$ cat src/rtl/sfa_defs.vh
// Shared constants for the servo fault alarm encoder.
`ifndef SFA_DEFS_VH
`define SFA_DEFS_VH

// Alarm codes reported on the alarm code output.
`define SFA_CODE_W          6
`define SFA_CODE_NONE       6'h00
`define SFA_CODE_OVERSPEED  6'h01
`define SFA_CODE_OVERTRAVEL 6'h04
`define SFA_CODE_SPD_SAT    6'h06
`define SFA_CODE_INHIBIT    6'h07
`define SFA_CODE_DEV_RANGE  6'h08
`define SFA_CODE_DISCONN    6'h0a
`define SFA_CODE_BRAKE_DLY  6'h13
`define SFA_CODE_LOGIC_ERR  6'h15
`define SFA_CODE_TRQ_OVL    6'h1d
`define SFA_CODE_ENC_CODE   6'h20
`define SFA_CODE_ENC_HIZ    6'h21
`define SFA_CODE_ENC_ILLEG  6'h24
`define SFA_CODE_CRC        6'h37
`define SFA_CODE_FRAME_LEN  6'h38
`define SFA_CODE_LOOP_TMO   6'h3c

// Accumulated deviation limit exponent: magnitude above 2**30 pulses.
`define SFA_DEV_RANGE_EXP   30

// Consecutive CRC failures that raise the CRC alarm.
`define SFA_CRC_FAIL_LIMIT  2'h3

// Clock rate and time constants, in their own units.
`define SFA_CLK_HZ          10000000
`define SFA_SAT_TIME_MS     1000
`define SFA_ILLEG_TIME_MS   1000
`define SFA_LOOP_TMO_US     100

`endif

$ cat src/rtl/sfa_persist.v
// Persistence filter: a condition must hold for a number of cycles to fire.
module sfa_persist #(
	parameter CNT_W = 24
) (
	input  wire             i_clk,
	input  wire             i_rst,
	input  wire             i_cond,
	input  wire [CNT_W-1:0] i_limit,
	output reg              o_fire
);

	reg [CNT_W-1:0] cnt_q;

	// Counts while the condition stands; any break restarts the wait.
	always @(posedge i_clk or posedge i_rst) begin
		if (i_rst) begin
			cnt_q  <= {CNT_W{1'b0}};
			o_fire <= 1'b0;
		end else if (!i_cond) begin
			cnt_q  <= {CNT_W{1'b0}};
			o_fire <= 1'b0;
		end else if (cnt_q >= i_limit) begin
			o_fire <= 1'b1;
		end else begin
			cnt_q  <= cnt_q + {{(CNT_W-1){1'b0}}, 1'b1};
			o_fire <= 1'b0;
		end
	end

endmodule // sfa_persist

$ cat src/rtl/sfa_fault_encoder.v
// Servo drive fault monitor that encodes the detected fault as an alarm code.
`include "sfa_defs.vh"

module sfa_fault_encoder #(
	parameter SPD_W        = 16,
	parameter DEV_W        = 32,
	parameter ACC_W        = 40,
	parameter DLY_W        = 16,
	parameter TRQ_W        = 16,
	parameter CNT_W        = 24,
	parameter SAT_CYCLES   = (`SFA_CLK_HZ / 1000) * `SFA_SAT_TIME_MS,
	parameter ILLEG_CYCLES = (`SFA_CLK_HZ / 1000) * `SFA_ILLEG_TIME_MS,
	parameter TMO_CYCLES   = (`SFA_CLK_HZ / 1000000) * `SFA_LOOP_TMO_US
) (
	input  wire             i_clk,
	input  wire             i_rst,
	input  wire [SPD_W-1:0] i_motor_speed,
	input  wire [SPD_W-1:0] i_speed_command,
	input  wire [SPD_W-1:0] i_overspeed_limit,
	input  wire [SPD_W-1:0] i_speed_tolerance,
	input  wire [DEV_W-1:0] i_deviation_count,
	input  wire [DEV_W-1:0] i_deviation_limit,
	input  wire [ACC_W-1:0] i_deviation_accum,
	input  wire             i_cw_inhibit_ok,
	input  wire             i_ccw_inhibit_ok,
	input  wire             i_inhibit_check_en,
	input  wire             i_phase_u_ok,
	input  wire             i_phase_v_ok,
	input  wire             i_phase_w_ok,
	input  wire             i_enc_u,
	input  wire             i_enc_v,
	input  wire             i_enc_w,
	input  wire             i_enc_mismatch,
	input  wire             i_enc_hiz_seen,
	input  wire             i_power_on_check,
	input  wire             i_nine_line_mode,
	input  wire             i_enc_illegal,
	input  wire             i_crc_done,
	input  wire             i_crc_fail,
	input  wire             i_frame_too_long,
	input  wire             i_loop_irq,
	input  wire [DLY_W-1:0] i_brake_release_delay_setting,
	input  wire [DLY_W-1:0] i_brake_delay_max,
	input  wire [TRQ_W-1:0] i_torque_overload_level_setting,
	input  wire [TRQ_W-1:0] i_torque_overload_time_setting,
	input  wire [TRQ_W-1:0] i_torque_level_max,
	input  wire             i_sudden_load,
	input  wire             i_logic_module_err,
	input  wire             i_alarm_reset,
	output reg  [`SFA_CODE_W-1:0] o_alarm_code,
	output reg              o_fault_indicator_output
);

	// Pin-level inputs pass two flip-flops before any logic sees them.
	localparam PIN_N = 14;
	wire [PIN_N-1:0] pin_raw;
	reg  [PIN_N-1:0] pin_meta_q;
	reg  [PIN_N-1:0] pin_q;

	assign pin_raw = {i_cw_inhibit_ok, i_ccw_inhibit_ok, i_phase_u_ok, i_phase_v_ok,
		i_phase_w_ok, i_enc_u, i_enc_v, i_enc_w, i_enc_hiz_seen, i_power_on_check,
		i_alarm_reset, i_sudden_load, i_nine_line_mode, i_inhibit_check_en};

	always @(posedge i_clk or posedge i_rst) begin
		if (i_rst) begin
			pin_meta_q <= {PIN_N{1'b0}};
			pin_q      <= {PIN_N{1'b0}};
		end else begin
			pin_meta_q <= pin_raw;
			pin_q      <= pin_meta_q;
		end
	end

	wire s_cw_ok     = pin_q[13];
	wire s_ccw_ok    = pin_q[12];
	wire s_ph_u      = pin_q[11];
	wire s_ph_v      = pin_q[10];
	wire s_ph_w      = pin_q[9];
	wire s_enc_u     = pin_q[8];
	wire s_enc_v     = pin_q[7];
	wire s_enc_w     = pin_q[6];
	wire s_hiz_seen  = pin_q[5];
	wire s_pon_check = pin_q[4];
	wire s_arst      = pin_q[3];
	wire s_sudden    = pin_q[2];
	wire s_nine      = pin_q[1];
	wire s_inh_en    = pin_q[0];

	// Magnitude of a two's complement value, used for both deviation checks.
	function [ACC_W-1:0] sfa_abs;
		input [ACC_W-1:0] v;
		begin
			sfa_abs = v[ACC_W-1] ? (~v + {{(ACC_W-1){1'b0}}, 1'b1}) : v;
		end
	endfunction

	wire [ACC_W-1:0] dev_cnt_ext = {{(ACC_W-DEV_W){i_deviation_count[DEV_W-1]}}, i_deviation_count};
	wire [ACC_W-1:0] dev_lim_ext = {{(ACC_W-DEV_W){1'b0}}, i_deviation_limit};
	wire [ACC_W-1:0] dev_range   = {{(ACC_W-1){1'b0}}, 1'b1} << `SFA_DEV_RANGE_EXP;

	// Speed error magnitude for the saturation watch.
	wire [SPD_W-1:0] spd_err = (i_speed_command > i_motor_speed) ?
		(i_speed_command - i_motor_speed) : (i_motor_speed - i_speed_command);

	// Long-interval conditions go through persistence filters.
	wire sat_fire;
	wire illeg_fire;

	sfa_persist #(.CNT_W(CNT_W)) u_sat (
		.i_clk   (i_clk),
		.i_rst   (i_rst),
		.i_cond  (spd_err > i_speed_tolerance),
		.i_limit (SAT_CYCLES[CNT_W-1:0]),
		.o_fire  (sat_fire)
	);

	sfa_persist #(.CNT_W(CNT_W)) u_illeg (
		.i_clk   (i_clk),
		.i_rst   (i_rst),
		.i_cond  (s_nine & i_enc_illegal),
		.i_limit (ILLEG_CYCLES[CNT_W-1:0]),
		.o_fire  (illeg_fire)
	);

	// Consecutive CRC failure counter; a good check restarts the run.
	reg [1:0] crc_run_q;
	reg       crc_fire_q;

	always @(posedge i_clk or posedge i_rst) begin
		if (i_rst) begin
			crc_run_q  <= 2'h0;
			crc_fire_q <= 1'b0;
		end else if (i_crc_done) begin
			if (!i_crc_fail) begin
				crc_run_q  <= 2'h0;
				crc_fire_q <= 1'b0;
			end else if (crc_run_q + 2'h1 >= `SFA_CRC_FAIL_LIMIT) begin
				crc_run_q  <= `SFA_CRC_FAIL_LIMIT;
				crc_fire_q <= 1'b1;
			end else begin
				crc_run_q  <= crc_run_q + 2'h1;
			end
		end
	end

	// Current-loop interrupt watchdog; every interrupt restarts the wait.
	reg [CNT_W-1:0] tmo_cnt_q;
	reg             tmo_fire_q;

	always @(posedge i_clk or posedge i_rst) begin
		if (i_rst) begin
			tmo_cnt_q  <= {CNT_W{1'b0}};
			tmo_fire_q <= 1'b0;
		end else if (i_loop_irq) begin
			tmo_cnt_q  <= {CNT_W{1'b0}};
			tmo_fire_q <= 1'b0;
		end else if (tmo_cnt_q >= TMO_CYCLES[CNT_W-1:0]) begin
			tmo_fire_q <= 1'b1;
		end else begin
			tmo_cnt_q  <= tmo_cnt_q + {{(CNT_W-1){1'b0}}, 1'b1};
		end
	end

	// Power-on encoder check: the lines must have floated while the strobe stood.
	reg hiz_fire_q;

	always @(posedge i_clk or posedge i_rst) begin
		if (i_rst) begin
			hiz_fire_q <= 1'b0;
		end else begin
			hiz_fire_q <= s_pon_check & ~s_hiz_seen;
		end
	end

	// Individual fault conditions.
	wire f_overspeed = i_motor_speed > i_overspeed_limit;
	wire f_travel    = sfa_abs(dev_cnt_ext) > dev_lim_ext;
	wire f_inhibit   = s_inh_en & ~(s_cw_ok & s_ccw_ok);
	wire f_range     = sfa_abs(i_deviation_accum) > dev_range;
	wire f_disconn   = ~(s_ph_u & s_ph_v & s_ph_w);
	wire f_enc_code  = (s_enc_u & s_enc_v & s_enc_w) |
		~(s_enc_u | s_enc_v | s_enc_w) | i_enc_mismatch;
	wire f_brake     = i_brake_release_delay_setting > i_brake_delay_max;
	wire f_trq       = (i_torque_overload_level_setting > i_torque_level_max) |
		(i_torque_overload_time_setting == {TRQ_W{1'b0}}) | s_sudden;

	// Priority encoder: lowest listed code wins when several appear together.
	reg [`SFA_CODE_W-1:0] code_d;

	always @* begin
		code_d = `SFA_CODE_NONE;
		if (f_overspeed)              code_d = `SFA_CODE_OVERSPEED;
		else if (f_travel)            code_d = `SFA_CODE_OVERTRAVEL;
		else if (sat_fire)            code_d = `SFA_CODE_SPD_SAT;
		else if (f_inhibit)           code_d = `SFA_CODE_INHIBIT;
		else if (f_range)             code_d = `SFA_CODE_DEV_RANGE;
		else if (f_disconn)           code_d = `SFA_CODE_DISCONN;
		else if (f_brake)             code_d = `SFA_CODE_BRAKE_DLY;
		else if (i_logic_module_err)  code_d = `SFA_CODE_LOGIC_ERR;
		else if (f_trq)               code_d = `SFA_CODE_TRQ_OVL;
		else if (f_enc_code)          code_d = `SFA_CODE_ENC_CODE;
		else if (hiz_fire_q)          code_d = `SFA_CODE_ENC_HIZ;
		else if (illeg_fire)          code_d = `SFA_CODE_ENC_ILLEG;
		else if (crc_fire_q)          code_d = `SFA_CODE_CRC;
		else if (i_frame_too_long)    code_d = `SFA_CODE_FRAME_LEN;
		else if (tmo_fire_q)          code_d = `SFA_CODE_LOOP_TMO;
	end

	// Latch the first code; clearing needs both the request and a quiet cause.
	// Holding the first fault keeps the root cause visible after a cascade.
	always @(posedge i_clk or posedge i_rst) begin
		if (i_rst) begin
			o_alarm_code             <= `SFA_CODE_NONE;
			o_fault_indicator_output <= 1'b0;
		end else if (o_alarm_code == `SFA_CODE_NONE) begin
			o_alarm_code             <= code_d;
			o_fault_indicator_output <= (code_d == `SFA_CODE_NONE);
		end else if (s_arst && code_d == `SFA_CODE_NONE) begin
			o_alarm_code             <= `SFA_CODE_NONE;
			o_fault_indicator_output <= 1'b1;
		end else begin
			o_fault_indicator_output <= 1'b0;
		end
	end

endmodule // sfa_fault_encoder

$ cat config.mk
export PLATFORM = sky130hd
export DESIGN_NAME = sfa_fault_encoder
export DESIGN_NICKNAME = d
export VERILOG_FILES = /design/src/rtl/sfa_persist.v /design/src/rtl/sfa_fault_encoder.v
export VERILOG_INCLUDE_DIRS = /design/src /design/src/rtl
export SDC_FILE = /design/constraint.sdc
export NUM_CORES = 1
export LEC_CHECK = 0
export BUFFER_PORTS_ARGS = -buffer_cell sky130_fd_sc_hd__clkbuf_2
export CORE_ASPECT_RATIO = 0.7
export CORE_MARGIN = 8
export CORE_UTILIZATION = 50
export CTS_CLUSTER_DIAMETER = 200
export CTS_CLUSTER_SIZE = 12
export DETAILED_ROUTE_END_ITERATION = 6
export GPL_TIMING_DRIVEN = 0
export MAX_ROUTING_LAYER = met4
export PLACE_DENSITY_LB_ADDON = 0.15
export SYNTH_ARGS = -nofsm -noshare
export SYNTH_HDL_FRONTEND = slang
export SYNTH_SLANG_ARGS = --single-unit
$ cat constraint.sdc
create_clock -name i_clk -period 3.99 [get_ports i_clk]
set_input_delay 0.1995 -clock i_clk [delete_from_list [all_inputs] [get_ports i_clk]]
set_output_delay 0.1995 -clock i_clk [all_outputs]
set_load 0.005 [all_outputs]
==> results.tsv, run 1 <==
metric	value	unit
run status	finished, violations left	
failing checks	negative setup slack	
Initial DRC Count	804	
syn avg cell area	8.133	um^2
Cell Count, Final, Fillers Out	1974	
switching pwr	0.001255	W
Port Buffer Count	268	
internal power	0.002856	W
Peak VDD IR	0.0002741	V
Tot GR Track Use	0.2498	
Tot Pwr	0.004111	W
Nets	2088	
Antenna diodes	0	
slowest cell on the critical path	fa_2	
layout cells sized above 1	0.2423	
routability congestion estimate	0.9565	
vias per cell	5.721	
top cell type's share of synthesized area	0.2592	
count leader, synth	inv_1	
slowest stage delay, CP	0.37	ns
DIE HEIGHT	140.1	um
row cnt	45	
Max H-tree Level	4	
Net Sw Frac	0.3053	
Worst Setup Start Kind	input pin	
Routed Antenna Nets	0	
mapped cell area	11000	um^2
hold path cells	2	
Ys Warns	0	
worst path required time	4.27	ns
final setup margin	-0.3611	ns
leading area contributor after synthesis	dfrtp_1	
Synth Register Bits	114	
CTS tree	done	
Die X	193.3	um
end of the worst register-to-register path	u_illeg.cnt_q[21]	
Post-DP Area	12910	um^2
Synth async-reset ratio	1.000	
cell mode on critical path	a21o_1	
Leak	7.018	nW
detailed-router iteration count before antenna repair	5	
wirelength, routed	34.16	mm
vias in the first global route	10901	
total of max-cap violations	0	
EDFF count, synth	0	
Final Hold Slack	0.03695	ns
drc violations	0	
Clk pwr share	0.390	
Hold Startpoint	i_loop_irq	
Crit. End Element	flip-flop	
fin crit share	1.091	
Worst Hold End	tmo_cnt_q[22]	
Tmin final	4.351	ns
Post-synth top cells	170 x inv_1, 136 x ha_1, 114 x dfrtp_1, 114 x nor2_1, 74 x a21oi_1	
Inst Count DP	1904	
post-route cell area	14160	um^2
CTS Buffer Depth	2	
clk sink count	114	
Mapped Nets	1762	
first-pass GRT wire length	55.12	mm
final setup fails	26	
worst-skew pair later-pin latency	0.41	ns
post-synth cell types	74	
Initial Util	0.5090	
sequential power share	0.297	
Root Buffer	clkbuf_16	
Max-slew headroom	0.2359	
Reg2Reg Depth	9	
FF-to-FF setup slack	0.58	ns
Final Hold Vio Count	0	
Seq/Total Area, Yosys	0.2592	
I/O pins	278	
Vias	11294	
die area	27090	um^2
core area	21620	um^2
WS Path Type	in -> reg	
Gate Count Post-Synth	1353	
power per cell area	290.3	nW/um^2
GRT Residual Overflow	0	
Synth area leaders	dfrtp_1 26%, ha_1 15%, inv_1 5.8%	
largest net degree at the start of global routing	94	
RR Startpoint	u_illeg.cnt_q[7]	
Main synth FF type	dfrtp_1	
detailed placement HPWL	27.02	mm
Worst-Margin Slew	1.136	ns
Comb power frac	0.313	
maximum clock rate	229.8	MHz
total CTS buffers	17	
Final Skew	0.01096	ns
Worst-path clk slew	0.05	ns
Avg WL per Cell	17.30	um
antenna violations before repair	0	
area grow syn2layout	28.68	%
critical path arrival	4.64	ns
maximum net fanout on the critical path	7	
RSZ-0062 raised after global routing	yes	
worst min-delay path class	in -> reg	
final number of max-transition violations	0	
sequential cells by signal, indices dropped and copies added (netlist names), 2 cells and up:
name / flops
tmo_cnt_q: 24
u_illeg.cnt_q: 24
u_sat.cnt_q: 24
pin_meta_q: 14
pin_q: 14
o_alarm_code: 6
crc_run_q: 2
power by group through the flow:
stage          Clock (W)  Sequential [W]  Combinational [W]
2_1_floorplan          0         0.00123           0.000725
3_3_place_gp           0         0.00124            0.00107
3_5_place_dp           0         0.00124            0.00110
4_1_cts          0.00162         0.00122            0.00120
5_1_grt          0.00170         0.00122            0.00142
6_report         0.00160         0.00122            0.00129
layout by cell type, fill, tap and decap left out, drive strengths merged, types with 38 or more instances in the layout:
master and n:
a21o 42, a21oi 74, buf 38, clkbuf 319, dfrtp 114, ha 136, inv 172, nand2 57
nand4 53, nor2 114, nor4 40, o21ai 57, xnor2 60
cell type report:
cell class | count | area (um^2)
clock inverter | 12 | 180.2
multi-input combinational | 1024 | 7651
sequential | 114 | 2853
fill | 1838 | 7461
timing repair buffer | 310 | 1789
tap | 282 | 352.8
inverter | 170 | 655.6
buffer | 42 | 231.5
clock buffer | 20 | 446.7
per-stage QoR:
| stage | util | setup WS (ns) | setup TNS (ns) |
|---|---|---|---|
| final | 0.6549 | -0.3611 | -8.105 |
| after floorplan | - | -0.2477 | -5.304 |
| after detailed placement | 0.5970 | -1.005 | -27.09 |
| after global routing | 0.6549 | -0.4404 | -10.84 |
| after global placement | 0.5955 | -0.9888 | -86.16 |
| after CTS | 0.6442 | -0.3938 | -8.500 |
timing repair:
item	in CTS	in global routing
setup endpoints to repair	31	32
hold endpoints to repair	35	0
pin swaps	22	27
gates cloned	3	0
resized for setup	34	45
setup buffers	13	11
hold buffers	15	0
cells by family (layout without fill, tap and decap cells):
kind of cell,count (synthesis),in the layout,share of synthesized area
multiplexers,12,12,0.01137
AO/OA/AOI/OAI,320,321,0.1958
buffers and inverters,216,554,0.07527
flip-flops,114,114,0.2592
AND/OR/NAND/NOR,462,462,0.2276
adder cells (fa/ha/maj),138,138,0.1583
XOR/XNOR,91,91,0.07243
worst max-delay path by stage:
stage | startpoint | cells past startpoint | endpoint | slack, ns
final | i_speed_command[0] | 27 | u_sat.cnt_q[14] | -0.36
after global routing | i_speed_command[0] | 27 | u_sat.cnt_q[14] | -0.44
after CTS | i_speed_command[0] | 26 | u_sat.o_fire | -0.39
after detailed placement | i_speed_command[0] | 26 | u_sat.o_fire | -1.01
after global placement | i_speed_command[0] | 26 | u_sat.o_fire | -0.99
after floorplan | i_speed_command[0] | 25 | u_sat.o_fire | -0.25
per-layer routing:
layer	up-vias	track usage	routed length [um]
met5	-	-	0
met4	0	0.05654	616
met3	48	0.04929	2308
met2	473	0.3843	15120
met1	5228	0.3366	16110
li1	5545	-	-
critical path, delay by kind of cell:
family | cells | cell delay [ns]
xor gates and xnor gates | 1 | 0.15
AOI/OAI and AO/OA | 13 | 2.29
buffers and inverters | 7 | 0.77
muxes | 1 | 0.26
adders and majority gates | 3 | 0.76
and+or+nand+nor | 2 | 0.18
(Power assumes the default switching activity.)
==> inputs of run 2 (changes only) <==
--- a/config.mk
+++ b/config.mk
@@ -6,6 +6,7 @@
 export SDC_FILE = /design/constraint.sdc
 export NUM_CORES = 1
 export LEC_CHECK = 0
+export ABC_AREA = 1
 export BUFFER_PORTS_ARGS = -buffer_cell sky130_fd_sc_hd__clkbuf_2
 export CORE_ASPECT_RATIO = 0.7
 export CORE_MARGIN = 8
==> run 2 against run 1 <==
  * The run now ends clean
  * Critical path depth up 6
  * Sequential power about the same
  * Worst hold slack better by 0.013 ns
  * Routed wire length down 1.6%
==> results.tsv, run 2 <==
metric	value	unit	change
run status	finished, final reports clean		
GRT Residual Overflow	0		unchanged
Routed Antenna Nets	0		unchanged
setup_tns	0	ns	+8.105 ns
mapped cell area	11270	um^2	+2.4%
final setup fails	0		-100%
Worst Path Buf+Inv	4		-3
count leader, synth	nand2_1		
row cnt	46		+2.2%
maximum clock rate	257.1	MHz	+12%
core area	22390	um^2	+3.6%
commonest non-fill, non-tap cell in the layout	nand2_1		
Layout Utilization	0.6258		-0.02912
area grow syn2layout	24.30	%	
critical path arrival	4.18	ns	-0.46 ns
CP delay by family, top	simple AND/OR/NAND/NOR gates		
first-pass GRT wire length	55.04	mm	-0.14%
Mapped Nets	2083		+18%
Initial Util	0.5035		-0.005505
detailed-router iteration count before antenna repair	5		unchanged
I/O pins	278		unchanged
Max-slew headroom	0.5329		+0.2970
Die X	195.5	um	+1.1%
die area	27680	um^2	+2.2%
Tot GR Track Use	0.2446		-0.005160
Post-synth top cells	349 x nand2_1, 304 x inv_1, 191 x nor2_1, 136 x ha_1		
wirelength, routed	33.61	mm	-1.6%
vias in the first global route	11639		+6.8%
Max H-tree Level	4		unchanged
Net Sw Frac	0.3438		+0.03856
final setup margin	0.1003	ns	+0.4614 ns
Seq/Total Area, Yosys	0.2531		-0.006158
drc violations	0		unchanged
Ys Warns	0		unchanged
top cell type's share of synthesized area	0.2531		-0.006158
largest registers	tmo_cnt_q x24, u_illeg.cnt_q x24, u_sat.cnt_q x24		
slowest cell on the critical path	ha_1		
largest net degree at the start of global routing	59		-37%
Main synth FF type	dfrtp_1		
Worst-path clk slew	0.06	ns	about the same
worst min-delay path class	in -> reg		
Final Hold Vio Count	0		unchanged
RSZ-0062 raised after global routing	yes		
Clk pwr share	0.363		-0.027
Nets	2402		+15%
layout cells sized above 1	0.2079		-0.03444
Worst Setup Start Kind	input pin		
Peak VDD IR	0.0003222	V	+18%
Comb power frac	0.323		+0.010
Port Buffer Count	276		+3.0%
leading area contributor after synthesis	dfrtp_1		
slowest stage delay, CP	0.27	ns	-0.10 ns
cell mode on critical path	nand2_1		
Tmin final	3.890	ns	-0.4614 ns
Avg WL per Cell	14.64	um	-15%
Final Skew	0.007183	ns	-0.003777 ns
Final Hold Slack	0.05043	ns	+0.01348 ns
internal power	0.002590	W	-9.3%
post-synth cell types	57		-23%
final number of max-transition violations	0		unchanged
Synth Register Bits	114		unchanged
fin crit share	0.9749		-0.1156
total of max-cap violations	0		unchanged
total CTS buffers	17		unchanged
sequential power share	0.314		+0.017
worst path required time	4.28	ns	about the same
clk sink count	114		unchanged
routability congestion estimate	0.9958		+4.1%
EDFF count, synth	0		unchanged
Vias	11898		+5.3%
worst-skew pair later-pin latency	0.41	ns	about the same
Worst-Margin Slew	0.7007	ns	-0.4357 ns
Place WS	-0.7948	ns	+0.2106 ns
CTS tree	done		
power per cell area	281.7	nW/um^2	-3.0%
vias per cell	5.182		-9.4%
Synth area leaders	dfrtp_1 25%, ha_1 15%, nand2_1 12%		
CTS Buffer Depth	2		unchanged
Initial DRC Count	732		-9.0%
DIE HEIGHT	141.6	um	+1.1%
Synth async-reset ratio	1.000		unchanged
commonest non-fill, non-tap cells in the layout	341 x nand2_1, 298 x inv_1, 274 x clkbuf_2		
Tot Pwr	0.003947	W	-4.0%
switching pwr	0.001357	W	+8.1%
Root Buffer	clkbuf_16		
WS Path Type	in -> reg		
Leak	7.630	nW	+8.7%
detailed placement HPWL	27.93	mm	+3.4%
antenna violations before repair	2		+2
Gate Count Post-Synth	1674		+24%
maximum net fanout on the critical path	7		unchanged
syn avg cell area	6.734	um^2	-17%
Crit. End Element	flip-flop		
-- run 2: cell types whose count changed after synthesis, sizes merged, moves of 31 or more --
cell   before  now
nand3      26   90
nor2      114  207
nand2      57  361
a21oi      74  115
nor4       40    9
inv       170  315
a21o       42    3
o21ai      57   94
xnor2      60   24
-- run 2: metrics by stage --
step | instance area (um^2) | instances
2_1_floorplan | 11270 | 1674
3_3_place_gp | 13010 | 2238
3_5_place_dp | 13040 | 2239
4_1_cts | 13780 | 2287
5_1_grt | 14010 | 2296
6_report | 14010 | 2296
-- run 2: kinds of logic (layout without fill, tap and decap cells) --
| family | count (synthesis) | in the layout | share of synthesized area |
|---|---|---|---|
| xor gates and xnor gates | 48 | 48 | 0.03796 |
| AOI/OAI and AO/OA | 261 | 261 | 0.1298 |
| DFF | 114 | 114 | 0.2531 |
| adders and majority gates | 138 | 138 | 0.1545 |
| other | 0 | 2 | 0 |
| muxes | 3 | 3 | 0.002664 |
| and+or+nand+nor | 775 | 775 | 0.3095 |
| buffers and inverters | 335 | 667 | 0.1126 |
-- run 2: per-layer routing --
layer / global-route usage / vias up / part of all wire
met5: - / - / 0
met1: 0.3192 / 5365 / 0.48
met2: 0.3817 / 401 / 0.43
met4: 0.08990 / 0 / 0.035
li1: - / 6071 / -
met3: 0.03833 / 61 / 0.059
-- run 2: worst paths after layout --
| kind | startpoint | end | slack (ns) | cells after the start |
|---|---|---|---|---|
| max | i_deviation_count[0] | o_alarm_code[2] | 0.10 | 33 |
| min | i_crc_done | crc_run_q[0] | 0.05 | 2 |
| max reg2reg | u_illeg.cnt_q[11] | u_illeg.cnt_q[23] | 1.41 | 17 |
| min reg2reg | pin_meta_q[4] | pin_q[4] | 0.35 | 0 |
| max in group asynchronous | i_rst | hiz_fire_q | 2.83 | 4 |
| min in group asynchronous | i_rst | pin_q[8] | 0.45 | 3 |
-- run 2: final cells by class --
class                           count  area [um^2]
Sequential cell                   114         2853
Inverter                          315         1192
Antenna cell                        2        5.005
Clock buffer                       17        425.4
Fill cell                        2129         8378
Clock inverter                     15        132.6
Multi-Input combinational cell   1225         7293
Buffer                             20        113.9
Tap cell                          288        360.3
Timing Repair Buffer              300         1635
-- run 2: power groups by stage --
| stage | logic, W | clock network (W) | registers, W |
|---|---|---|---|
| global placement | 0.00115 | 0 | 0.00126 |
| floorplan | 0.000761 | 0 | 0.00125 |
| global route | 0.00145 | 0.00150 | 0.00124 |
| CTS | 0.00121 | 0.00145 | 0.00124 |
| detailed placement | 0.00118 | 0 | 0.00126 |
| finish | 0.00127 | 0.00143 | 0.00124 |
-- run 2: repair_timing --
| action | in CTS | in global routing |
|---|---|---|
| endpoints found under the setup margin | 27 | 32 |
| setup buffers | 1 | 7 |
| pin swaps | 2 | 10 |
| endpoints found under the hold margin | 70 | 0 |
| resized for setup | 10 | 56 |
| hold buffers | 15 | 0 |
